<file path="src/design/mdc_defs.vh">
// register offsets, field positions, reset values and ratio codes for the decimation control block
`ifndef MDC_DEFS_VH
`define MDC_DEFS_VH

`define MDC_ADDR_DATAPATH_MODE_CONTROL 12'h0116
`define MDC_ADDR_CIC_FILTER_CONTROL 12'h0117
`define MDC_ADDR_BURST_H 12'h0118
`define MDC_ADDR_BURST_G 12'h0119
`define MDC_ADDR_SEC_J 12'h011A

`define MDC_DP_ENABLE 0
`define MDC_DP_BYPASS 1
`define MDC_DP_BURST 2
`define MDC_DP_GAIN 3
`define MDC_DP_SECSEL 4
`define MDC_DP_TONE_LO 5
`define MDC_DP_TONE_HI 6
`define MDC_CIC_RATE_LO 0
`define MDC_CIC_RATE_HI 1
`define MDC_CIC_CLEAR 2

`define MDC_RST_DATAPATH_MODE_CONTROL 8'h64
`define MDC_RST_CIC_FILTER_CONTROL 8'h00
`define MDC_RST_BURST_H 8'h10
`define MDC_RST_BURST_G 8'h08
`define MDC_RST_SEC_J 4'h0

`define MDC_CIC_CODE_4 2'h0
`define MDC_CIC_CODE_8 2'h1
`define MDC_CIC_CODE_16 2'h2
`define MDC_J_CODE_BYPASS 4'h0
`define MDC_J_CODE_4A 4'h1
`define MDC_J_CODE_4B 4'h2
`define MDC_J_CODE_16 4'h3
`define MDC_J_CODE_12 4'h6
`define MDC_G_SIXTEEN 8'h10

`define MDC_CHANNELS 16
`define MDC_STATE_W 40

`endif

</file>
<file path="src/design/mdc_state_mem.v">
// per-channel filter state memory, sixteen words, registered read
module mdc_state_mem (
  input wire sys_clk,
  input wire wr_en,
  input wire [3:0] wr_addr,
  input wire [39:0] wr_data,
  input wire [3:0] rd_addr,
  output reg [39:0] rd_data
);
  reg [39:0] mem [0:15];
  integer i;

  // contents start at zero so accumulators are clean before the first sample
  initial begin
    for (i = 0; i < 16; i = i + 1) begin
      mem[i] = 40'h00_0000_0000;
    end
  end

  // write-first is not needed: a word read in the cycle it is written is never used by the caller
  always @(posedge sys_clk) begin
    if (wr_en) begin
      mem[wr_addr] <= wr_data;
    end
    rd_data <= mem[rd_addr];
  end
endmodule // mdc_state_mem

</file>
<file path="src/design/mdc_top.v">
// control, mode selection and decimation for sixteen interleaved converter datapaths
// How it works
// - with gain bit set and mixer in path, sample is doubled (6 dB)
// - path select one routes G/H averaging path, zero routes J path; resets to one
// - bypass bit removes mixer for real data, only in non-burst operation
// - one enable bit turns all sixteen datapaths on or off; resets off
// - writing one to clear bit clears integrators of all sixteen channels
// - CIC rate code 00/01/10 gives ratio 4/8/16 for all channels; resets 00
// - H field gives burst decimation factor directly; resets to 0x10
// - G field sets averaged sample count, 8 or 16; zero gives nothing; resets 8
// - J code 0000 bypass, 0001/0010 by four, 0011 by sixteen, 0110 by twelve
// - secondary select one feeds raw samples to J, zero feeds CIC output
// - tone count honoured only in burst operation; code 00 invalid
`include "mdc_defs.vh"
module mdc_top (
  input wire sys_clk,
  input wire rst,
  input wire [11:0] reg_addr,
  input wire reg_write,
  input wire [7:0] reg_wdata,
  output reg [7:0] reg_rdata,
  input wire in_valid,
  output wire in_ready,
  input wire [3:0] in_chan,
  input wire [15:0] in_data,
  output wire out_valid,
  input wire out_ready,
  output wire [3:0] out_chan,
  output wire [15:0] out_data,
  output wire [1:0] tone_count
);
  localparam ST_TAKE = 2'b01;
  localparam ST_CALC = 2'b10;

  reg [7:0] datapath_mode_control;
  reg [2:0] cic_filter_control;
  reg [7:0] burst_h;
  reg [7:0] burst_g;
  reg [3:0] sec_j;
  reg [1:0] state;
  reg [3:0] hold_chan;
  reg [23:0] hold_x;
  reg [15:0] buf_data0;
  reg [15:0] buf_data1;
  reg [3:0] buf_chan0;
  reg [3:0] buf_chan1;
  reg [1:0] buf_count;
  wire [39:0] mem_rd;
  reg [39:0] next_word;
  reg emit;
  reg [15:0] emit_val;
  reg signed [23:0] acc;
  reg [7:0] c1;
  reg [7:0] c2;
  reg signed [23:0] sum;
  reg signed [23:0] avg;
  reg signed [23:0] j_in;
  reg j_step;
  reg [7:0] j_ratio;
  reg [7:0] next_c1;
  reg [7:0] next_c2;
  reg signed [23:0] next_acc;
  reg [15:0] clr_pend;

  wire enable = datapath_mode_control[`MDC_DP_ENABLE];
  wire burst = datapath_mode_control[`MDC_DP_BURST];
  wire mixer_bypass = datapath_mode_control[`MDC_DP_BYPASS] & ~burst;
  wire mixer_extra_gain_enable = datapath_mode_control[`MDC_DP_GAIN];
  wire secondary_input_select = datapath_mode_control[`MDC_DP_SECSEL];
  wire integrator_clear = cic_filter_control[`MDC_CIC_CLEAR];
  wire [1:0] integrator_filter_ratio = cic_filter_control[`MDC_CIC_RATE_HI:`MDC_CIC_RATE_LO];
  wire [3:0] secondary_ratio_code = sec_j;
  wire take = (state == ST_TAKE) & in_valid & in_ready;

  // CIC ratio decode; the unused code 11 falls back to four
  function [7:0] mdc_cic_ratio(input [1:0] code);
    begin
      case (code)
        `MDC_CIC_CODE_8: mdc_cic_ratio = 8'h08;
        `MDC_CIC_CODE_16: mdc_cic_ratio = 8'h10;
        default: mdc_cic_ratio = 8'h04;
      endcase
    end
  endfunction

  // J ratio decode; invalid and unsupported codes behave as bypass
  function [7:0] mdc_j_ratio(input [3:0] code);
    begin
      case (code)
        `MDC_J_CODE_4A: mdc_j_ratio = 8'h04;
        `MDC_J_CODE_4B: mdc_j_ratio = 8'h04;
        `MDC_J_CODE_16: mdc_j_ratio = 8'h10;
        `MDC_J_CODE_12: mdc_j_ratio = 8'h0C;
        default: mdc_j_ratio = 8'h01;
      endcase
    end
  endfunction

  // shift that divides a sum by its ratio; ratios are powers of two here
  function [2:0] mdc_log2(input [7:0] r);
    begin
      case (r)
        8'h08: mdc_log2 = 3'h3;
        8'h10: mdc_log2 = 3'h4;
        default: mdc_log2 = 3'h2;
      endcase
    end
  endfunction

  assign tone_count = burst ? datapath_mode_control[`MDC_DP_TONE_HI:`MDC_DP_TONE_LO] : 2'h0;
  // a disabled block swallows samples so the converter side never stalls
  assign in_ready = ~enable | ((state == ST_TAKE) & (buf_count != 2'h2));
  assign out_valid = (buf_count != 2'h0);
  assign out_data = buf_data0;
  assign out_chan = buf_chan0;

  mdc_state_mem u_mem (
    .sys_clk(sys_clk),
    .wr_en(state == ST_CALC),
    .wr_addr(hold_chan),
    .wr_data(next_word),
    .rd_addr(in_chan),
    .rd_data(mem_rd)
  );

  // register writes at the printed offsets
  always @(posedge sys_clk) begin
    if (rst) begin
      datapath_mode_control <= `MDC_RST_DATAPATH_MODE_CONTROL;
      cic_filter_control <= 3'h0;
      burst_h <= `MDC_RST_BURST_H;
      burst_g <= `MDC_RST_BURST_G;
      sec_j <= `MDC_RST_SEC_J;
    end else if (reg_write) begin
      case (reg_addr)
        `MDC_ADDR_DATAPATH_MODE_CONTROL: datapath_mode_control <= {1'b0, reg_wdata[6:0]};
        `MDC_ADDR_CIC_FILTER_CONTROL: cic_filter_control <= reg_wdata[2:0];
        `MDC_ADDR_BURST_H: burst_h <= reg_wdata;
        `MDC_ADDR_BURST_G: burst_g <= reg_wdata;
        `MDC_ADDR_SEC_J: sec_j <= reg_wdata[3:0];
        default: ;
      endcase
    end
  end

  // read data one cycle after the address; reserved bits and unmapped offsets read zero
  always @(posedge sys_clk) begin
    if (rst) begin
      reg_rdata <= 8'h00;
    end else begin
      case (reg_addr)
        `MDC_ADDR_DATAPATH_MODE_CONTROL: reg_rdata <= datapath_mode_control;
        `MDC_ADDR_CIC_FILTER_CONTROL: reg_rdata <= {5'h00, cic_filter_control};
        `MDC_ADDR_BURST_H: reg_rdata <= burst_h;
        `MDC_ADDR_BURST_G: reg_rdata <= burst_g;
        `MDC_ADDR_SEC_J: reg_rdata <= {4'h0, sec_j};
        default: reg_rdata <= 8'h00;
      endcase
    end
  end

  // two-phase sequencer: the state word read needs a cycle, so one sample per two clocks
  always @(posedge sys_clk) begin
    if (rst) begin
      state <= ST_TAKE;
      hold_chan <= 4'h0;
      hold_x <= 24'h00_0000;
      clr_pend <= 16'h0000;
    end else begin
      clr_pend <= integrator_clear ? 16'hffff : (clr_pend & ~({15'h0000, state == ST_CALC} << hold_chan));
      case (state)
        ST_TAKE: begin
          if (take & enable) begin
            state <= ST_CALC;
            hold_chan <= in_chan;
            // gain only while the mixer stage is in the path
            if (mixer_extra_gain_enable & ~mixer_bypass) begin
              hold_x <= {{7{in_data[15]}}, in_data, 1'b0};
            end else begin
              hold_x <= {{8{in_data[15]}}, in_data};
            end
          end
        end
        ST_CALC: state <= ST_TAKE;
        default: state <= ST_TAKE;
      endcase
    end
  end

  // filter step; a channel marked by the clear bit starts from zero, idle channels included
  always @* begin
    acc = clr_pend[hold_chan] ? 24'h00_0000 : mem_rd[39:16];
    c1 = clr_pend[hold_chan] ? 8'h00 : mem_rd[15:8];
    c2 = mem_rd[7:0];
    sum = acc + $signed(hold_x);
    avg = 24'h00_0000;
    j_in = 24'h00_0000;
    j_step = 1'b0;
    j_ratio = mdc_j_ratio(secondary_ratio_code);
    next_acc = sum;
    next_c1 = c1 + 8'h01;
    next_c2 = c2;
    emit = 1'b0;
    emit_val = 16'h0000;
    if (burst) begin
      // average G samples, then keep one average in H
      if ((burst_g != 8'h00) && (next_c1 >= burst_g)) begin
        avg = (burst_g == `MDC_G_SIXTEEN) ? (sum >>> 4) : (sum >>> 3);
        next_acc = 24'h00_0000;
        next_c1 = 8'h00;
        if (c2 + 8'h01 >= burst_h) begin
          emit = 1'b1;
          emit_val = avg[15:0];
          next_c2 = 8'h00;
        end else begin
          next_c2 = c2 + 8'h01;
        end
      end else if (burst_g == 8'h00) begin
        next_acc = 24'h00_0000; // no averaging count, nothing leaves
        next_c1 = 8'h00;
      end
    end else begin
      // CIC integrate and dump at the shared ratio
      if (next_c1 >= mdc_cic_ratio(integrator_filter_ratio)) begin
        avg = sum >>> mdc_log2(mdc_cic_ratio(integrator_filter_ratio));
        next_acc = 24'h00_0000;
        next_c1 = 8'h00;
        if (~secondary_input_select) begin
          j_step = 1'b1;
          j_in = avg;
        end
      end
      if (secondary_input_select) begin
        j_step = 1'b1;
        j_in = $signed(hold_x);
      end
      // J keeps one word in j_ratio; bypass keeps them all
      if (j_step) begin
        if (c2 + 8'h01 >= j_ratio) begin
          emit = 1'b1;
          emit_val = j_in[15:0];
          next_c2 = 8'h00;
        end else begin
          next_c2 = c2 + 8'h01;
        end
      end
    end
    // clear holds every channel's integrator at zero while the bit stays set
    if (integrator_clear) begin
      next_acc = 24'h00_0000;
      next_c1 = 8'h00;
    end
    next_word = {next_acc, next_c1, next_c2};
  end

  // two-entry output buffer; room is checked when a sample is taken, so a push never overflows
  always @(posedge sys_clk) begin
    if (rst) begin
      buf_count <= 2'h0;
      buf_data0 <= 16'h0000;
      buf_data1 <= 16'h0000;
      buf_chan0 <= 4'h0;
      buf_chan1 <= 4'h0;
    end else begin
      case ({(state == ST_CALC) & emit, out_valid & out_ready})
        2'b10: begin
          if (buf_count == 2'h0) begin
            buf_data0 <= emit_val;
            buf_chan0 <= hold_chan;
          end else begin
            buf_data1 <= emit_val;
            buf_chan1 <= hold_chan;
          end
          buf_count <= buf_count + 2'h1;
        end
        2'b01: begin
          buf_data0 <= buf_data1;
          buf_chan0 <= buf_chan1;
          buf_count <= buf_count - 2'h1;
        end
        2'b11: begin
          if (buf_count == 2'h1) begin
            buf_data0 <= emit_val;
            buf_chan0 <= hold_chan;
          end else begin
            buf_data0 <= buf_data1;
            buf_chan0 <= buf_chan1;
            buf_data1 <= emit_val;
            buf_chan1 <= hold_chan;
          end
        end
        default: ;
      endcase
    end
  end
endmodule // mdc_top

</file>
<file path="config.mk">
export PLATFORM = sky130hd
export DESIGN_NAME = mdc_top
export DESIGN_NICKNAME = d
export VERILOG_FILES = /design/src/design/mdc_state_mem.v /design/src/design/mdc_top.v
export VERILOG_INCLUDE_DIRS = /design/src /design/src/design
export SDC_FILE = /design/constraint.sdc
export NUM_CORES = 1
export LEC_CHECK = 0
export BUFFER_PORTS_ARGS = -buffer_cell sky130_fd_sc_hd__buf_2
export CAP_MARGIN = 20
export CORE_ASPECT_RATIO = 1.5
export CORE_MARGIN = 4
export CORE_UTILIZATION = 67
export CTS_CLUSTER_DIAMETER = 100
export CTS_CLUSTER_SIZE = 40
export DETAILED_ROUTE_END_ITERATION = 8
export PLACE_DENSITY = 0.84
export RECOVER_POWER = 25
export SLEW_MARGIN = 30
export SYNTH_ARGS = -nofsm -noshare
export SYNTH_HDL_FRONTEND = slang
export SYNTH_HIERARCHICAL = 1
export SYNTH_SLANG_ARGS = --single-unit
</file>
<file path="constraint.sdc">
create_clock -name sys_clk -period 16 [get_ports sys_clk]
set_input_delay 3.2 -clock sys_clk [delete_from_list [all_inputs] [get_ports sys_clk]]
set_output_delay 3.2 -clock sys_clk [all_outputs]
set_load 0.01 [all_outputs]
</file>
==> results of run 1 <==
==> per-layer routing <==
layer / global-route usage, % / vias up
li1: - / 8374
met1: 39.95 / 9704
met2: 52.49 / 1262
met3: 5.314 / 242
met4: 14.25 / 0
met5: 0 / -
==> metrics by stage <==
stage               worst slack, ns  instance area, sq um  util (%)
floorplan                     10.83                 32050         -
global placement              9.826                 33000     70.26
detailed placement            9.549                 33030     70.33
CTS                           9.516                 33680     71.70
global route                  8.977                 33640     71.61
finish                        9.400                 33640     71.61
==> area by class of cell <==
type                    instances  share of cell area (%)
flip-flops and latches        748                   62.14
multi-input cells            1212                   31.09
well taps                     594                   2.210
clock buffers                  38                   1.879
repair buffers                122                   2.154
inverters                      44                  0.4910
clock inverters                 2                 0.03720
==> worst min-delay path: cells and delay by family (launching register included) <==
| kind | cells | cell delay, ns |
|---|---|---|
| compound gates | 1 | 0.05 |
| simple gates | 1 | 0.05 |
| flops | 1 | 0.34 |
==> registers in the layout (all words and copies together) (netlist names) <==
signal / cells
hold_chan: 4
u_mem/mem: 592
burst_h: 8
out_chan: 4
clr_pend: 16
buf_data1: 16
mdc_j_ratio.code: 4
out_data: 16
hold_x: 17
buf_count: 2
burst_g: 8
buf_chan1: 4
cic_filter_control: 3
reg_rdata: 8
u_mem/rd_data: 37
datapath_mode_control: 7
state: 2
==> where the power goes <==
group	switching [mW]	internal [mW]	leakage, nW	total (mW)
clock	0.522	0.278	0.310	0.800
combinational	0.221	0.114	4.31	0.335
sequential	0.0147	2.15	6.69	2.17
total	0.758	2.55	11.3	3.30
==> final timing paths <==
kind | startpoint | to | slack (ns) | cells after the start
setup / recovery | hold_chan[2]$_SDFFE_PP0P_ | out_data[6]$_SDFFE_PP0P_ | 9.40 | 21
hold / removal | buf_data1[9]$_SDFFE_PP0P_ | buf_data1[9]$_SDFFE_PP0P_ | 0.47 | 2
setup reg to reg | hold_chan[2]$_SDFFE_PP0P_ | out_data[6]$_SDFFE_PP0P_ | 9.40 | 21
hold reg to reg | buf_data1[9]$_SDFFE_PP0P_ | buf_data1[9]$_SDFFE_PP0P_ | 0.47 | 2
==> flow_results.org, run 1 <==
** Route
- Sum of routed wire segments on met1 :: 28250 microns
- Routed signal wires occupy layers up through met4.
- Final routed wirelength across all metal layers :: 80570 microns
- Via-to-Cell Ratio :: 7.095
- The final route contains 19.58k vias.
- Routed wire length per instance :: 29.19 microns
- Summed over all nets, wire length on met3 after detailed routing comes to 7922 microns.
- The count of nets left with antenna violations once routing finished came out at 0.
- The first detailed-routing pass took 8 iterations.
- In the routed design, unresolved DRC markers number 1.
- Drt first-iter violations :: 2241
- Wire segments on met2 add up to 40130 microns in the final route.

** Clock tree
- The clock passes through at most 3 buffers.
- For the worst-skew pair, the clock arrives at the later sink with an insertion delay of 0.60 ns.
- CTS built an H-tree with a depth of 1.
- TritonCTS clock tree :: yes
- Buffers inserted during post-CTS setup optimization :: 0
- Clock sink total :: 748
- Total clock buffers created by CTS :: 22
- CTS hold repair buffers :: 0
- Clock transition at the register clock pins on the worst setup and hold paths after CTS :: 0.14 ns
- Number of resized instances in the post-cts repair step :: 0
- CTS root buf :: sky130_fd_sc_hd__clkbuf_16

** Critical path
- CP cell instances :: mux4_1 > mux2i_1 > mux2_2 > and2_1 > ha_1 > xor2_1 > inv_1 > ha_1 > a21o_1 > a31oi_1 > o2111ai_1 > a21oi_1 > or3_1 > nand2_1 > nand2_1 > inv_1 > ha_1 > nand2_1 > nand2_1 > a221oi_1 > nor3_1
- STA classifies the critical path startpoint as a register.
- Critical path type :: reg2reg
- Buffers & Inverters on Critical Path :: 2
- Largest incremental delay on the critical path :: 0.84 ns
- Among the stages of the critical path, the cell type that occurs most often is sky130_fd_sc_hd__nand2_1.
- Kind of capture point of the worst setup path :: register
- Worst endpoint required time :: 16.46 ns
- Critical path's top delay family :: simple AND/OR/NAND/NOR gates
- Worst-path fanout max :: 24
- Arrival time worst endpoint :: 7.06 ns
- Slowest cell on the critical path :: sky130_fd_sc_hd__dfxtp_1

** Floorplanning
- Core ar. :: 46970 sq um
- Total number of placement rows :: 97
- # IOs :: 77
- The die is 186.6 microns wide.
- Area of the die :: 51480 sq um
- For this configuration, the core starts out at a cell density of 68.25%.
- Die span in y :: 275.9 microns

** Global routing
- Global-route wire length before repair :: 120200 microns
- Gr usage total :: 30.97%
- Pin count of the biggest net entering global routing :: 92
- The initial antenna violation count is 0.
- The via count of the first global-routing pass was 19.30k.
- Remaining global-route overflow :: 0

** STA
- Worst hold margin :: 0.4695 ns
- Derived from the worst setup path, the maximum achievable clock frequency is 151.5 MHz.
- The number of max-slew violations in the final report was 333.
- In the final timing run, aggregate negative setup slack is 0 ns.
- For the pin with the worst max-slew slack, the measured transition is 3.514 ns.
- Total count of hold-check failures in the final report :: 0
- Setup violations remaining at the end of the flow were counted as 0.
- Share of the clock period used by the worst path after layout :: 41.25%
- For the finished layout, the period the worst path requires is 6.600 ns.
- Headroom to the max-slew limit :: -134.2%
- Across the routed clock network, the largest skew measured is 0.02628 ns.
- Unrepaired setup endpoints after global routing :: no

** Placed design
- In this run, placement finished with an instance count of 2720.
- Input and output buffers added on the ports amount to 76.
- Detailed placement finished with a half-perimeter wire length of 48170 microns.
- RePlAce Congestion :: 0.9511

** Layout
- The library cell used most frequently in the layout, excluding fill and tap cells, is sky130_fd_sc_hd__edfxtp_1.
- Excluding fillers, the count of instances in the completed layout stands at 2760.
- Count of inserted antenna diode cells :: 0
- Multi-input combinational cell area :: 10460 sq um
- Layout cell share with drive strength beyond 1 :: 13.30%
- The library cells used most frequently in the layout, excluding fill and tap cells, are sky130_fd_sc_hd__edfxtp_1, sky130_fd_sc_hd__nand2_1, sky130_fd_sc_hd__dfxtp_1.
- Sequential standard cell area :: 20900 sq um
- Number of fillers in the final layout :: 2889
- Layout overhead on the synthesized area :: 4.934%
- After the last flow step, the layout net total stands at 2251.

** Pwr
- Overall Power :: 3.304 mW
- Power density normalized to cell area :: 98.22 nW/um^2
- VDD IR-drop max :: 0.06805 mV
- The analysis attributes to cell leakage a power of 11.31 nW.

** Min path
- The tightest min-delay check is of the reg2reg type.

** Logic synthesis
- Average footprint of a synthesized cell :: 15.06 sq um
- After synthesis the cells add up to 32050 sq um.
- Mapped Nets :: 2230
- In the synthesized netlist, the number of instances is 2129.
- YS warnings :: 6

** Job
- Across the run, the number of max-cap violations was 9.

** Outcome
- The flow ran to the end, but the final reports show violations.
- Violated checks :: design-rule violations, max-capacitance violations, max-slew violations
No activity file was read; power rests on OpenSTA's default activity.
==> run 2, diff against run 1 <==
Settings changed: ABC_AREA set to 1, CORE_UTILIZATION 67 to 63, PLACE_DENSITY 0.84 to 0.8.
Clock period 16 ns to 6.85 ns, I/O delays scaled along.
==> flow_results.org, run 2 <==
** Floorplanning
- Die X-Extent :: 200.9 microns
- Total number of placement rows :: 105
- 77 I/O pins were placed.
- The die covers 59750 sq um.
- Core ar. :: 55050 sq um
- Die span in y :: 297.4 microns
- Initial core utilization :: 63.90%

** Clock tree
- Number of resized instances in the post-cts repair step :: 0
- The root buffer cell chosen for the clock tree is sky130_fd_sc_hd__clkbuf_16.
- Clock latency at the later pin of the worst-skew pair :: 0.62 ns
- Maximum buffer depth of the clock tree :: 3
- CTS hold repair buffers :: 0
- Total clock buffers created by CTS :: 22
- Buffers inserted during post-CTS setup optimization :: 0
- Number of H-tree levels :: 1
- TritonCTS built the clock tree.
- Clock transition at the register clock pins on the worst setup and hold paths after CTS :: 0.15 ns
- For this design, the sink count on the clock tree is 748.

** STA
- Time the worst path needs with I/O delays and setup :: 5.851 ns
- Share of the clock period used by the worst path after layout :: 85.41%
- In the final timing run, aggregate negative setup slack is 0 ns.
- Final Max Tran Viols :: 532
- Timing would allow up to 170.9 MHz.
- # setup viols final :: 0
- Total count of hold-check failures in the final report :: 0
- For the pin with the worst max-slew slack, the measured transition is 3.846 ns.
- Headroom to the max-slew limit came out at -156.4%.
- Setup repair after global routing left no endpoint under its margin.
- Worst Clk Skew :: 0.03649 ns

** Route
- Dividing the detail-routed wire length by the instance count gives 19.32 microns.
- Detailed-route DRC error count :: 0
- The first detailed-routing pass ran for 5 iterations.
- Vias :: 26.08k
- The detailed router finished its first iteration with 3107 violations.
- Final routed wirelength across all metal layers :: 87570 microns
- The count of nets left with antenna violations once routing finished came out at 0.
- Via-to-Cell Ratio :: 5.754

** Critical path
- Kind of capture point of the worst setup path :: register
- Largest incremental delay on the critical path :: 0.74 ns
- Most Frequent Cell on Critical Path :: sky130_fd_sc_hd__nand2_1
- Data arrives at the worst endpoint at 6.37 ns.
- Critical path type :: reg2reg
- The slowest stage of the critical path is the sky130_fd_sc_hd__dfxtp_1 cell.
- STA classifies the critical path startpoint as a register.
- Worst r2r path cells :: 36
- Worst endpoint required time :: 7.37 ns
- Worst-path fanout max :: 36

** Global routing
- The initial antenna violation count came to 0.
- Gr usage total :: 28.32%
- The via count of the first global-routing pass came to 24.02k.
- Global-route wire length before repair :: 134000 microns
- For this run the aggregate overflow at the end of global routing stands at 0.
- Entering global routing, the biggest net connects 177 pins.

** Pwr
- For this design the ratio of total power to cell area is 215.2 nW/um^2.
- Per report_power, the combinational group accounts for 11.3% of the total.
- Net switching is 24.36% of the power.
- The clock network is responsible for 24.1% of the overall power.
- Net switching power figure :: 1.909 mW
- In this run, flip-flops and latches consume 64.6% of the power.
- Internal power comes to 5.929 mW.
- The design draws 7.839 mW.
- IR analysis of the VDD net gives a maximum drop of 0.1555 mV.
- For this design the static power due to leakage is 15.87 nW.

** Layout
- The final layout contains 3922 nets.
- Largest registers :: u_mem/mem: 592 flops, u_mem/rd_data: 37 flops, hold_x: 17 flops
- Leaving out fill and tap cells, the most frequent cell in the layout is sky130_fd_sc_hd__nand2_1.
- Number of flip-flops under the largest register name :: 592
- From synthesis to final layout, the design area changed by 3.571%.
- Leading cell types in the layout, fill and taps excluded :: sky130_fd_sc_hd__nand2_1, sky130_fd_sc_hd__inv_1, sky130_fd_sc_hd__edfxtp_1
- Count of inserted antenna diode cells :: 0
- The post-route netlist has 4.978% of its cells at a drive strength greater than 1.
- Ranked by flip-flop count, first place goes to u_mem/mem.

** Job
- Max-cap violations in this run came to 15.

** Outcome
- Violated checks :: max-capacitance violations, max-slew violations
- The flow ran to the end, but the final reports show violations.

** Logic synthesis
- Area of the mapped netlist :: 35170 sq um
- Average footprint of a synthesized cell :: 9.105 sq um
- Mapped Nets :: 3964
- Gate count of the mapped netlist :: 3863
- Yosys printed 6 warnings.

** Min path
- Along the worst hold path, the cell count comes to 2.
- The worst hold path belongs to the class reg2reg.

** Placed design
- Summed over all nets, the half-perimeter wirelength after detailed placement is 50910 microns.
- RePlAce Congestion :: 0.9591
- PortBufs :: 76
## run 2: path summary, 6_finish.rpt
kind / from / endpoint / slack [ns]
max: hold_chan[0]$_SDFFE_PP0P_ / buf_data1[9]$_SDFFE_PP0P_ / 1.0
min: clr_pend[9]$_SDFF_PP0_ / clr_pend[9]$_SDFF_PP0_ / 0.48
max reg2reg: hold_chan[0]$_SDFFE_PP0P_ / buf_data1[9]$_SDFFE_PP0P_ / 1.0
min reg2reg: clr_pend[9]$_SDFF_PP0_ / clr_pend[9]$_SDFF_PP0_ / 0.48
## run 2: power by group through the flow
stage	combinational, mW	clock (mW)	sequential, mW
floorplan	0.607	0	5.16
global placement	0.844	0	5.17
detailed placement	0.865	0	5.17
CTS	0.869	1.92	5.07
global route	0.978	2.07	5.07
finish	0.882	1.89	5.07
## run 2: through the flow
step,util (%),setup slack (ns),hold slack (ns),cell area (sq um),std cells
after floorplan,-,1.989,0.4436,35170,3863
after global placement,65.11,1.271,0.4542,35840,4488
after detailed placement,65.14,1.169,0.4657,35860,4490
after CTS,66.33,1.142,0.4851,36510,4530
after global routing,66.18,0.2777,0.5036,36430,4532
final,66.18,0.9994,0.4831,36430,4532
## run 2: layer usage
layer	track usage, %	wire length (microns)
met5	0	0
met3	3.010	8573
met1	38.76	33880
met4	10.33	3198
met2	47.43	41920
## run 2: layout make-up
cell class / count / area (sq um)
clock buffer: 39 / 635.6
clock inverter: 1 / 16.27
fill: 4302 / 18620
inverter: 649 / 2461
multi-input combinational: 2279 / 10870
sequential: 748 / 20900
tap: 695 / 869.6
timing repair buffer: 121 / 673.1
## run 2: worst max-delay path: cells and delay by family (launching register included)
family / cells / cell delay (ns)
AND/OR/NAND/NOR: 19 / 2.43
buffers and inverters: 10 / 1.05
AO/OA/AOI/OAI: 3 / 0.77
flip-flops: 1 / 0.74
adder cells (fa/ha/maj): 3 / 0.57
XOR/XNOR: 1 / 0.18
